<file path="src/inc/bjb_cfg.svh">
/*
 bit positions and bus parameters for the bus to chain bridge.
 assumes a 4-bit processor data bus and a single system clock.
*/
`ifndef BJB_CFG_SVH
`define BJB_CFG_SVH
`define BJB_DATA_W 4
`define BJB_ADDR_W 8
`define BJB_CHAIN_ADDR 8'h40
`define BJB_BIT_TDI 0
`define BJB_BIT_TMS 1
`define BJB_BIT_TCK 2
`define BJB_BIT_TDO 3
`define BJB_RST_LINES 3'h0
`endif

</file>
<file path="src/inc/bjb_pkg.sv">
/*
 types for the bus to chain bridge.
 assumes bjb_cfg.svh is on the include path.
*/
`include "bjb_cfg.svh"
package bjb_pkg;
    typedef struct packed {
        logic tck;
        logic tms;
        logic tdi;
    } bjb_lines_t;
endpackage

</file>
<file path="src/rtl/bjb_bridge.sv">
/*
 processor bus to test chain bridge with cable override.
 assumes bus strobes and cable pins are asynchronous and need synchronising.
*/
`timescale 1ns/1ps
`include "bjb_cfg.svh"
////////////////////////////////////////////////////////////////////////
// What this block does
// - chain is reached by reads and writes to one bus address, or to any address when the bypass strap is set
// - address, read select and strobe decode into chain access and direction
// - writes capture data bits into three registers on the system clock
// - test mode, clock and data outputs come straight from registers
// - registers run on the system clock; bus strobe, read select and cable pins reach it through synchronisers
// - data bus driven only during a chain read, carrying chain data out
// - reads also return the three register values for checking
// - cable select lets a download cable drive the chain lines
// - data bits mandatory; address decode optional via a bypass strap, strobe and read select still used
module bjb_bridge
    import bjb_pkg::*;
(
    input wire logic i_clock,
    input wire logic i_reset,
    input wire logic [`BJB_ADDR_W-1:0] i_bus_addr,
    input wire logic i_read_not_write_select,
    input wire logic i_bus_address_strobe,
    input wire logic i_decode_bypass,
    input wire logic [`BJB_DATA_W-1:0] i_bus_data,
    input wire logic i_chain_tdo,
    input wire logic i_cable_select,
    input wire logic i_cable_tck,
    input wire logic i_cable_tms,
    input wire logic i_cable_tdi,
    output logic [`BJB_DATA_W-1:0] o_bus_data,
    output logic o_bus_data_oe,
    output logic o_chain_tck,
    output logic o_chain_tms,
    output logic o_chain_tdi,
    output logic o_cable_tdo
);
    ////////////////////////////////////////////////////////////////////
    // three-stage synchronisers for pins
    localparam int NS = 8;
    logic [NS-1:0] pin_in;
    wire [NS-1:0] clean_w;
    assign pin_in = {i_bus_address_strobe, i_read_not_write_select, i_chain_tdo, i_cable_select,
                     i_cable_tck, i_cable_tms, i_cable_tdi, i_decode_bypass};
    genvar g;
    generate
        for (g = 0; g < NS; g++) begin : g_sync
            // per-bit registers, so no vector is written by two processes
            logic s1_r;
            logic s2_r;
            logic s3_r;
            logic clean_r;
            always_ff @(posedge i_clock) begin
                if (i_reset) begin
                    s1_r <= 1'b0;
                    s2_r <= 1'b0;
                    s3_r <= 1'b0;
                    clean_r <= 1'b0;
                end else begin
                    s1_r <= pin_in[g];
                    s2_r <= s1_r;
                    s3_r <= s2_r;
                    // a change counts once two stages agree
                    if (s2_r == s3_r) begin
                        clean_r <= s3_r;
                    end
                end
            end
            assign clean_w[g] = clean_r;
        end
    endgenerate
    wire strobe_s = clean_w[7];
    wire rnw_s = clean_w[6];
    wire tdo_s = clean_w[5];
    wire cab_sel_s = clean_w[4];
    wire cab_tck_s = clean_w[3];
    wire cab_tms_s = clean_w[2];
    wire cab_tdi_s = clean_w[1];
    wire bypass_s = clean_w[0];
    ////////////////////////////////////////////////////////////////////
    // address decode
    // data and address are registered every clock and used when the synchronised strobe rises, so
    // the bus must hold them stable while the strobe is asserted
    logic strobe_d_r;
    logic [`BJB_ADDR_W-1:0] addr_r;
    logic [`BJB_DATA_W-1:0] data_r;
    always_ff @(posedge i_clock) begin
        if (i_reset) begin
            strobe_d_r <= 1'b0;
            addr_r <= '0;
            data_r <= '0;
        end else begin
            strobe_d_r <= strobe_s;
            addr_r <= i_bus_addr;
            data_r <= i_bus_data;
        end
    end
    wire addr_hit = bypass_s || (addr_r == `BJB_CHAIN_ADDR);
    wire access_start = strobe_s && !strobe_d_r && addr_hit;
    wire wr_go = access_start && !rnw_s;
    wire rd_active = strobe_s && rnw_s && addr_hit;
    ////////////////////////////////////////////////////////////////////
    // chain line registers, one capture per access
    bjb_lines_t lines_r;
    bjb_lines_t lines_nxt;
    assign lines_nxt = wr_go ? bjb_lines_t'{tck: data_r[`BJB_BIT_TCK], tms: data_r[`BJB_BIT_TMS],
                                           tdi: data_r[`BJB_BIT_TDI]} : lines_r;
    always_ff @(posedge i_clock) begin
        if (i_reset) begin
            lines_r <= `BJB_RST_LINES;
        end else begin
            lines_r <= lines_nxt;
        end
    end
    ////////////////////////////////////////////////////////////////////
    // cable override and read-back
    bjb_lines_t out_nxt;
    logic [`BJB_DATA_W-1:0] rd_nxt;
    assign out_nxt = cab_sel_s ? bjb_lines_t'{tck: cab_tck_s, tms: cab_tms_s, tdi: cab_tdi_s} : lines_r;
    assign rd_nxt = {tdo_s, lines_r.tck, lines_r.tms, lines_r.tdi};
    always_ff @(posedge i_clock) begin
        if (i_reset) begin
            o_chain_tck <= 1'b0;
            o_chain_tms <= 1'b0;
            o_chain_tdi <= 1'b0;
            o_bus_data <= '0;
            o_bus_data_oe <= 1'b0;
            o_cable_tdo <= 1'b0;
        end else begin
            o_chain_tck <= out_nxt.tck;
            o_chain_tms <= out_nxt.tms;
            o_chain_tdi <= out_nxt.tdi;
            o_bus_data <= rd_active ? rd_nxt : '0;
            o_bus_data_oe <= rd_active;
            o_cable_tdo <= tdo_s;
        end
    end
    ////////////////////////////////////////////////////////////////////
    // checks
    a_write_capture: assert property (@(posedge i_clock) disable iff (i_reset)
        wr_go && !cab_sel_s |=> ##1 (o_chain_tck == $past(data_r[`BJB_BIT_TCK], 2)))
        else $error("chain clock did not follow write");
    a_hold_no_write: assert property (@(posedge i_clock) disable iff (i_reset)
        !wr_go |=> $stable(lines_r))
        else $error("line registers changed without write");
    a_oe_read_only: assert property (@(posedge i_clock) disable iff (i_reset)
        o_bus_data_oe |-> $past(rd_active))
        else $error("bus driven outside a chain read");
    a_tdo_on_read: assert property (@(posedge i_clock) disable iff (i_reset)
        rd_active |=> o_bus_data[`BJB_BIT_TDO] == $past(tdo_s))
        else $error("chain data out missing on read");
    a_readback: assert property (@(posedge i_clock) disable iff (i_reset)
        rd_active |=> o_bus_data[2:0] == $past(lines_r))
        else $error("read-back mismatch");
    a_cable_mux: assert property (@(posedge i_clock) disable iff (i_reset)
        cab_sel_s |=> o_chain_tms == $past(cab_tms_s))
        else $error("cable did not take the chain");
    a_reg_drive: assert property (@(posedge i_clock) disable iff (i_reset)
        !cab_sel_s |=> o_chain_tdi == $past(lines_r.tdi))
        else $error("data in not from register");
    a_one_per_strobe: assert property (@(posedge i_clock) disable iff (i_reset)
        wr_go |=> !wr_go)
        else $error("two captures for one strobe");
    a_quiet_bus: assert property (@(posedge i_clock) disable iff (i_reset)
        !o_bus_data_oe |-> o_bus_data == '0)
        else $error("data bus not quiet");
    // counts captures per strobe; a glitchy strobe would show as two
    logic [1:0] wr_seen_r;
    always_ff @(posedge i_clock) begin
        if (i_reset || !strobe_s) begin
            wr_seen_r <= 2'h0;
        end else if (wr_go && wr_seen_r != 2'h3) begin
            wr_seen_r <= wr_seen_r + 2'h1;
        end
    end
    a_single_capture: assert property (@(posedge i_clock) disable iff (i_reset)
        wr_go |-> wr_seen_r == 2'h0)
        else $error("second capture within one strobe");
    a_write_dir: assert property (@(posedge i_clock) disable iff (i_reset)
        wr_go |-> !rnw_s)
        else $error("capture during a read access");
    a_wr_addr_hit: assert property (@(posedge i_clock) disable iff (i_reset)
        wr_go |-> addr_hit)
        else $error("capture without address match");
    a_miss_no_write: assert property (@(posedge i_clock) disable iff (i_reset)
        strobe_s && !addr_hit |=> $stable(lines_r))
        else $error("foreign address changed the lines");
    a_miss_no_drive: assert property (@(posedge i_clock) disable iff (i_reset)
        strobe_s && !addr_hit |=> !o_bus_data_oe)
        else $error("foreign address drove the bus");
    a_tck_capture: assert property (@(posedge i_clock) disable iff (i_reset)
        wr_go |=> lines_r.tck == $past(data_r[`BJB_BIT_TCK]))
        else $error("clock register not captured");
    a_tms_capture: assert property (@(posedge i_clock) disable iff (i_reset)
        wr_go |=> lines_r.tms == $past(data_r[`BJB_BIT_TMS]))
        else $error("mode register not captured");
    a_tdi_capture: assert property (@(posedge i_clock) disable iff (i_reset)
        wr_go |=> lines_r.tdi == $past(data_r[`BJB_BIT_TDI]))
        else $error("data in register not captured");
    a_reg_tck: assert property (@(posedge i_clock) disable iff (i_reset)
        !cab_sel_s |=> o_chain_tck == $past(lines_r.tck))
        else $error("chain clock not from register");
    a_reg_tms: assert property (@(posedge i_clock) disable iff (i_reset)
        !cab_sel_s |=> o_chain_tms == $past(lines_r.tms))
        else $error("chain mode not from register");
    a_cable_tck: assert property (@(posedge i_clock) disable iff (i_reset)
        cab_sel_s |=> o_chain_tck == $past(cab_tck_s))
        else $error("cable clock did not reach chain");
    a_cable_tdi: assert property (@(posedge i_clock) disable iff (i_reset)
        cab_sel_s |=> o_chain_tdi == $past(cab_tdi_s))
        else $error("cable data did not reach chain");
    a_cable_tdo_out: assert property (@(posedge i_clock) disable iff (i_reset)
        1'b1 |=> o_cable_tdo == $past(tdo_s))
        else $error("chain data out not returned to cable");
    a_oe_on_read: assert property (@(posedge i_clock) disable iff (i_reset)
        rd_active |=> o_bus_data_oe)
        else $error("chain read did not drive the bus");
    a_drop_after_read: assert property (@(posedge i_clock) disable iff (i_reset)
        !strobe_s |=> !o_bus_data_oe)
        else $error("bus still driven after strobe fell");
endmodule

</file>
<file path="config.mk">
export PLATFORM = sky130hd
export DESIGN_NAME = bjb_bridge
export DESIGN_NICKNAME = d
export VERILOG_FILES = /design/src/inc/bjb_pkg.sv /design/src/rtl/bjb_bridge.sv
export VERILOG_INCLUDE_DIRS = /design/src /design/src/inc
export SDC_FILE = /design/constraint.sdc
export NUM_CORES = 1
export LEC_CHECK = 0
export BUFFER_PORTS_ARGS = -buffer_cell sky130_fd_sc_hd__clkbuf_2
export CORE_AREA = 2 2 64 66
export CTS_CLUSTER_SIZE = 20
export DETAILED_ROUTE_END_ITERATION = 7
export DIE_AREA = 0 0 66 68
export GPL_TIMING_DRIVEN = 0
export PLACE_DENSITY = 0.76
export SYNTH_ARGS = -nofsm -noshare
export SYNTH_HDL_FRONTEND = slang
export SYNTH_SLANG_ARGS = --single-unit
export TNS_END_PERCENT = 30
</file>
<file path="constraint.sdc">
create_clock -name i_clock -period 2.9 [get_ports i_clock]
set_clock_uncertainty 0.2 [all_clocks]
set_input_delay 0.58 -clock i_clock [delete_from_list [all_inputs] [get_ports i_clock]]
set_output_delay 0.58 -clock i_clock [all_outputs]
set_load 0.005 [all_outputs]
</file>
==> impl_metrics.tcl, run 1 <==
set metrics [dict create \
    finish.net_count 222 \
    dieWidth_um 66 \
    crit_fanout 1 \
    synth_area_um2 1800 \
    drv_cap 0 \
    vias 1142 \
    crit_arrival_ns 0.73 \
    clkSinkCount 56 \
    clk_latency_ns 0.30 \
    grt-ovfl-total 0 \
    grt_max_degree 17 \
    die-height_um 68 \
    period_minus_slack_ns 1.51 \
    synth_seq_cells 56 \
    routed_wl_um 2490 \
    area_growth_pct 17.5 \
    hpwl_um 1780 \
    max_stage_delay_ns 0.32 \
    wire_per_inst_um 9.93 \
    crit_chain "clkbuf_2" \
    tightest_slew_ns 0.459 \
    rsz0062_at_grt "no" \
    path_class "reg -> out" \
    ys_seq_area_share_pct 62.2 \
    grt_pass1_wl_um 4150 \
    max-slew-margin-rel_pct 69.3 \
    crit_path_start_kind "flip-flop" \
    path_buf_inv 1 \
    synthesis.nets 186 \
    drt_iter0_markers 27 \
    port_buffers 29 \
    cts_setup_buffers 0 \
    holdBufCountCts 0 \
    p_per_area_nw_per_um2 637 \
    p_leak_uw 0.000816 \
    cts_max_level 2 \
    max_freq_ghz 0.662 \
    place_congestion 0.788 \
    initial_core_util_pct 46.7 \
    finalSetupViolations 0 \
    ant_nets 0 \
    grt_use_total_pct 12.7 \
    syn_area_per_cell_um2 11.0 \
    synthCells 164 \
    tns_ns 0 \
    drc 0 \
    cts_tree "built" \
    viasPerCell 4.55 \
    min_path_type "reg -> reg" \
    multi_input_area_um2 649 \
    slowest_stage "dfxtp_1" \
    cp_top_family "flip-flops" \
    design.core.area_um2 3860 \
    antenna_found_initial 0 \
    path_clk_slew_ns 0.09 \
    cts_root_buf "clkbuf_8" \
    synth_cell_type_count 20 \
    cts_buffers 5 \
    end_kind "primary output" \
    n_fill_cell 360 \
    final_max_slew_viol_count 0 \
    grt_pass1_vias 959 \
    antenna_cells 0 \
    outcome "completed" \
    clockBufferDepth 2 \
    max-vdd-ir-drop_mv 0.407 \
    placementRows 23 \
    io_pins 31 \
    timing_hold_violations_final 0 \
    regArea_um2 1120 \
    final_common_cell "dfxtp_1" \
    ys_warn_count 0 \
    cp_data_required_time_ns 2.12 \
    die_area_um2 4490 \
    fin_total_pwr_uw 1350 \
    dr.pass1.iters 4 \
    ctsResizeCount 0 \
    post-route-period-util_pct 52.1 \
    final_layout_size_suffix_gt1_share_pct 21.4 \
    layout_common_cells "dfxtp_1, nor2b_1, clkbuf_2" \
]
per-layer routing:
layer / global-route usage, % / share of wire [%] / vias up
met5: 0 / 0 / -
met4: 6.12 / 1.9 / 0
met3: 5.92 / 6.5 / 5
met2: 19.8 / 44 / 29
met1: 14.8 / 47 / 489
li1: - / - / 619
cells in the mapped netlist (all sizes together):
cell / count / share of area (%)
nand2: 9 / 1.9
nor2b: 40 / 14
or3b: 3 / 1.5
or4b: 1 / 0.76
nor3b: 8 / 3.6
dfxtp: 56 / 62
or4: 1 / 0.62
nor4b: 1 / 0.83
nand4b: 3 / 1.5
nor2: 4 / 0.83
a21oi: 9 / 2.7
nand4: 6 / 2.1
o21ai: 11 / 3.1
mux2i: 3 / 1.7
buf: 1 / 0.28
nor4: 1 / 1.2
clkbuf: 7 / 1.5
final timing paths:
kind	depth (start not counted)	to	start	slack, ns
min reg2reg	1	g_sync[2].s2_r$_SDFF_PP0_	g_sync[2].s1_r$_SDFF_PP0_	0.24
max	1	o_bus_data[2]	o_bus_data[2]$_SDFF_PP0_	1.39
max reg2reg	3	lines_r[0]$_SDFFE_PP0P_	addr_r[5]$_SDFF_PP0_	1.46
min	1	g_sync[2].s2_r$_SDFF_PP0_	g_sync[2].s1_r$_SDFF_PP0_	0.24
per-stage QoR:
step                util (%)  instances  area [um^2]  worst slack (ns)  hold slack [ns]
detailed placement      52.1        243         2010              1.13            0.229
finish                  54.9        251         2120              1.39            0.237
CTS                     54.9        251         2120              1.36            0.244
global placement        52.1        243         2010              1.17            0.220
global route            54.9        251         2120              1.32            0.259
floorplan                  -        164         1800              1.45            0.214
area by class of cell:
cell class	instances	share of cell area, %
plain buffers	8	1.48
flip-flops and latches	56	53.0
clock buffers	6	3.43
multi-input cells	100	30.7
repair buffers	29	6.86
well taps	50	2.96
clock inverters	2	1.65
flip-flops by register name, summed over array words and instances, names as in the netlist, 3 cells and up:
name            count
addr_r              8
g_sync.s1_r         8
g_sync.s2_r         8
g_sync.s3_r         8
o_bus_data          4
data_r              3
g_sync.clean_r      3
lines_r             3
logic make-up (layout without fill, tap and decap cells):
family,count (synthesis),count (layout),share of synthesized area (%)
buf+inv,8,45,1.74
flops,56,56,62.2
mux,3,3,1.67
compound gates,20,20,5.76
simple gates,77,77,28.6
power breakdown:
group	switching [uW]	total [uW]	internal, uW	leakage [uW]
Sequential	11.4	804	792	0.000458
Clock	230	486	256	0.0000552
Combinational	25.0	57.4	32.4	0.000303
(Power assumes the default switching activity.)
==> inputs of run 2 (changes only) <==
==> constraint.sdc (replaced) <==
create_clock -name i_clock -period 1.5 [get_ports i_clock]
set_clock_uncertainty 0.2 [all_clocks]
set_input_delay 0.3 -clock i_clock [delete_from_list [all_inputs] [get_ports i_clock]]
set_output_delay 0.3 -clock i_clock [all_outputs]
set_load 0.005 [all_outputs]
==> run 2 against run 1 <==
Net effect: first-iteration DRC count down 11%; non-clock buffer count grew 14; register-to-register slack worse by 1.4 ns; critical path type is now reg -> reg; largest cell class unchanged; routed wire length increased by 11%; core utilization is 4.1 points higher; sequential power is 94% higher; sequential share of layout area decreased by 3.6 points; cell area rose by 7.4%.
==> impl_metrics.tcl, run 2 (synthesized netlist as in run 1, its figures left out) <==
set metrics [dict create \
    placementRows 23 \
    clkSinkCount 56 \
    cts_tree "built" \
    finalSetupViolations 0 \
    dieWidth_um 66 \
    cp-startpoint "addr_r[5]$_SDFF_PP0_" \
    multi_input_area_um2 664 \
    area_growth_pct 26.2 \
    initial_core_util_pct 46.7 \
    final_common_cell "dfxtp_1" \
    end_kind "flip-flop" \
    final_max_slew_viol_count 0 \
    viasPerCell 4.58 \
    grt-ovfl-total 0 \
    fin_total_pwr_uw 2640 \
    final_layout_size_suffix_gt1_share_pct 20.5 \
    swShare_pct 19.9 \
    cts_buffers 5 \
    outcome "completed" \
    p_per_area_nw_per_um2 1160 \
    grt_pass1_vias 1064 \
    dr.pass1.iters 4 \
    crit_fanout 3 \
    tightest_slew_ns 0.423 \
    max-slew-margin-rel_pct 71.8 \
    combPwrFrac_pct 5.4 \
    n_fill_cell 338 \
    clkPwrFrac_pct 35.6 \
    die-height_um 68 \
    post-route-period-util_pct 96.7 \
    crit_path_start_kind "flip-flop" \
    period_minus_slack_ns 1.45 \
    cp_data_required_time_ns 1.49 \
    io_pins 31 \
    clk_latency_ns 0.30 \
    cts_setup_buffers 0 \
    clockBufferDepth 2 \
    max_freq_ghz 0.689 \
    layout_common_cells "dfxtp_1, nor2b_1, clkbuf_2" \
    port_buffers 29 \
    drc 0 \
    worst_hold_slack_ns 0.00537 \
    grt_use_met1_pct 15.2 \
    min_from "i_chain_tdo" \
    regArea_um2 1120 \
    grt_util_met2_pct 23.6 \
    path_class "reg -> reg" \
    grt_pass1_wl_um 4530 \
    max-vdd-ir-drop_mv 0.788 \
    grt_use_total_pct 13.9 \
    crit_arrival_ns 1.45 \
    p_leak_uw 0.000875 \
    rsz0062_at_grt "yes" \
    cts_max_level 2 \
    use_met3_pct 5.92 \
    vias 1214 \
    finish.net_count 236 \
    timing_hold_violations_final 0 \
    ant_nets 0 \
    wire_per_inst_um 10.4 \
    grt_busiest_layer "met2" \
    p_seq_share_pct 58.9 \
    hpwl_um 1780 \
    p_int_uw 2120 \
    reg2reg_from "addr_r[5]$_SDFF_PP0_" \
    drt_iter0_markers 24 \
    design.core.area_um2 3860 \
    path_clk_slew_ns 0.09 \
    drv_cap 0 \
    dp_cells 243 \
    min_path_type "in -> reg" \
    cts_root_buf "clkbuf_8" \
    grt_max_degree 17 \
    place_congestion 0.788 \
    antenna_cells 0 \
    die_area_um2 4490 \
    antenna_found_initial 0 \
    switchingPower_uw 525 \
    routed_wl_um 2760 \
    fin_cells 265 \
]
-- run 2: what timing repair did --
action,in CTS,in global routing
setup endpoints to repair,0,5
hold endpoints to repair,14,0
resized for setup,0,3
hold buffers,14,0
-- run 2: worst max-delay path, stage by stage, from the launching register on --
cell and delay [ns]:
dfxtp_2 0.34, or4b_4 0.55, o21ai_1 0.15, nand4_1 0.10
-- run 2: per-stage QoR --
stage	setup WS, ns	TNS, ns	cell area (um^2)	utilization [%]
after floorplan	0.118	0	1800	-
after global placement	0.0490	0	2010	52.1
after detailed placement	0.0137	0	2010	52.1
after CTS	0.0577	0	2260	58.5
after global routing	-0.0121	-0.0129	2270	59.0
final	0.0490	0	2270	59.0
-- run 2: worst paths after layout --
kind	end	slack [ns]	depth (start not counted)
worst max-delay path	lines_r[0]$_SDFFE_PP0P_	0.05	3
worst min-delay path	g_sync[5].s1_r$_SDFF_PP0_	0.005	2
worst max register to register	lines_r[0]$_SDFFE_PP0P_	0.05	3
worst min register to register	g_sync[2].s2_r$_SDFF_PP0_	0.24	1
-- run 2: area by class of cell --
class	instances	share of cell area (%)
flip-flops and latches	56	49.4
multi-input cells	100	29.2
repair buffers	43	12.5
clock buffers	6	3.19
well taps	50	2.75
clock inverters	2	1.54
plain buffers	8	1.38
-- run 2: power by group through the flow --
| stage | registers, uW | clock network (uW) | logic [uW] |
|---|---|---|---|
| floorplan | 1580 | 0 | 74.1 |
| global placement | 1590 | 0 | 112 |
| detailed placement | 1590 | 0 | 113 |
| CTS | 1550 | 972 | 141 |
| global route | 1560 | 1030 | 160 |
| finish | 1560 | 941 | 144 |
-- run 2: routing by layer --
metal  up-vias  share of wire [%]
met2        29                 48
met1       531                 44
met4         0                1.7
met5         -                  0
li1        649                  -
met3         5                5.5
==> inputs of run 3 (changes only) <==
--- a/config.mk
+++ b/config.mk
@@ -12,7 +12,7 @@
 export DETAILED_ROUTE_END_ITERATION = 7
 export DIE_AREA = 0 0 66 68
 export GPL_TIMING_DRIVEN = 0
-export PLACE_DENSITY = 0.76
+export PLACE_DENSITY = 0.77
 export SYNTH_ARGS = -nofsm -noshare
 export SYNTH_HDL_FRONTEND = slang
 export SYNTH_SLANG_ARGS = --single-unit
==> run 3 against run 2 <==
Net effect: critical path depth unchanged; core utilization about the same; clock-buffer cell count down 1; total power up 5.9%; sequential cell count unchanged; combinational power down 4%; setup slack worse by 0.015 ns; critical path type unchanged; hold slack about the same; highest routed layer unchanged; cell area about the same; non-clock buffer count down 3; register-to-register slack about the same; die area unchanged.
==> impl_metrics.tcl, run 3 (synthesized netlist as in run 1, its figures left out) <==
set metrics [dict create \
    outcome "completed" \
    max-slew-margin-rel_pct 71.4 \
    use_met3_pct 5.59 \
    antenna_cells 0 \
    area_growth_pct 26.1 \
    placed_area_um2 2010 \
    crit_arrival_ns 1.46 \
    grt-ovfl-total 0 \
    vias 1231 \
    viasPerCell 4.72 \
    grt_max_degree 17 \
    cp_data_required_time_ns 1.49 \
    drc 0 \
    fin_area_um2 2270 \
    swShare_pct 18.8 \
    crit_fanout 3 \
    path_clk_slew_ns 0.09 \
    routed_wl_um 2820 \
    die_area_um2 4490 \
    tightest_slew_ns 0.429 \
    crit_path_start_kind "flip-flop" \
    pre_cts_ws_ns 0.0295 \
    placementRows 23 \
    ant_nets 0 \
    finish.net_count 233 \
    p_int_uw 2270 \
    max_freq_ghz 0.682 \
    port_buffers 29 \
    p_seq_share_pct 55.7 \
    grt_util_met2_pct 24.6 \
    period_minus_slack_ns 1.47 \
    cts_tree "built" \
    p_per_area_nw_per_um2 1230 \
    end_kind "flip-flop" \
    grt_pass1_wl_um 4620 \
    clk_latency_ns 0.31 \
    clkSinkCount 56 \
    min_path_type "in -> reg" \
    design.core.area_um2 3860 \
    cts_max_level 2 \
    grt_use_total_pct 14.2 \
    post-route-period-util_pct 97.7 \
    layout_common_cells "dfxtp_1, nor2b_1, clkbuf_2" \
    cts_setup_buffers 0 \
    max-vdd-ir-drop_mv 0.830 \
    io_pins 31 \
    fin_total_pwr_uw 2800 \
    grt_pass1_vias 1111 \
    drt_iter0_markers 35 \
    dr.pass1.iters 3 \
    fin_ws_ns 0.0341 \
    final_max_slew_viol_count 0 \
    place_congestion 0.778 \
    min_from "i_bus_address_strobe" \
    clockBufferDepth 2 \
    die-height_um 68 \
    final_layout_size_suffix_gt1_share_pct 21.3 \
    cts_root_buf "clkbuf_8" \
    wire_per_inst_um 10.8 \
    rsz0062_at_grt "yes" \
    switchingPower_uw 525 \
    hpwl_um 1890 \
    dieWidth_um 66 \
    tns_ns 0 \
    combPwrFrac_pct 5.0 \
    antenna_found_initial 0 \
    p_leak_uw 0.000872 \
    finalSetupViolations 0 \
    clkPwrFrac_pct 39.4 \
    initial_core_util_pct 46.7 \
    cp-startpoint "addr_r[5]$_SDFF_PP0_" \
    grt_use_met1_pct 14.8 \
    reg2reg_from "addr_r[5]$_SDFF_PP0_" \
    timing_hold_violations_final 0 \
    grt_busiest_layer "met2" \
    path_class "reg -> reg" \
    drv_cap 0 \
    cts_buffers 5 \
    final_common_cell "dfxtp_1" \
]
run 3: per-stage QoR:
stage / hold slack, ns / cells / utilization [%]
2_1_floorplan: 0.183 / 164 / -
3_3_place_gp: 0.220 / 243 / 52.1
3_5_place_dp: 0.225 / 243 / 52.1
4_1_cts: 0.00349 / 261 / 58.5
5_1_grt: 0.00155 / 261 / 58.9
6_report: 0.00564 / 261 / 58.9
run 3: worst paths after layout:
kind / to / slack (ns) / cells after the start
setup / recovery: lines_r[0]$_SDFFE_PP0P_ / 0.03 / 3
hold reg to reg: g_sync[2].s2_r$_SDFF_PP0_ / 0.23 / 1
hold / removal: g_sync[7].s1_r$_SDFF_PP0_ / 0.006 / 2
setup reg to reg: lines_r[0]$_SDFFE_PP0P_ / 0.03 / 3
run 3: layout make-up:
| class | instances | area, um^2 |
|---|---|---|
| Timing Repair Buffer | 40 | 255 |
| Tap cell | 50 | 62.6 |
| Multi-Input combinational cell | 100 | 673 |
| Buffer | 8 | 31.3 |
| Fill cell | 340 | 1580 |
| Sequential cell | 56 | 1120 |
| Clock buffer | 5 | 68.8 |
| Clock inverter | 2 | 60.1 |
run 3: critical path, stage by stage (launching register included):
cell	delay [ns]
dfxtp_1	0.34
or4b_4	0.56
o21ai_2	0.15
nand4_1	0.10
run 3: timing repair:
action                                 CTS  global route
endpoints found under the hold margin   11             0
setup endpoints to repair                1             4
pin swaps                                0             1
resized for setup                        1             3
hold buffers                            11             0
run 3: layer usage:
layer	up-vias	wire length (um)
met5	-	0
met4	0	65
met3	7	149
met2	27	1320
met1	556	1280
li1	641	-
run 3: power groups by stage:
stage	combinational (uW)	clock (uW)	sequential, uW
final	138	1100	1560
after global routing	155	1170	1560
after CTS	138	1120	1560
after detailed placement	115	0	1590
after global placement	112	0	1590
after floorplan	74.1	0	1580
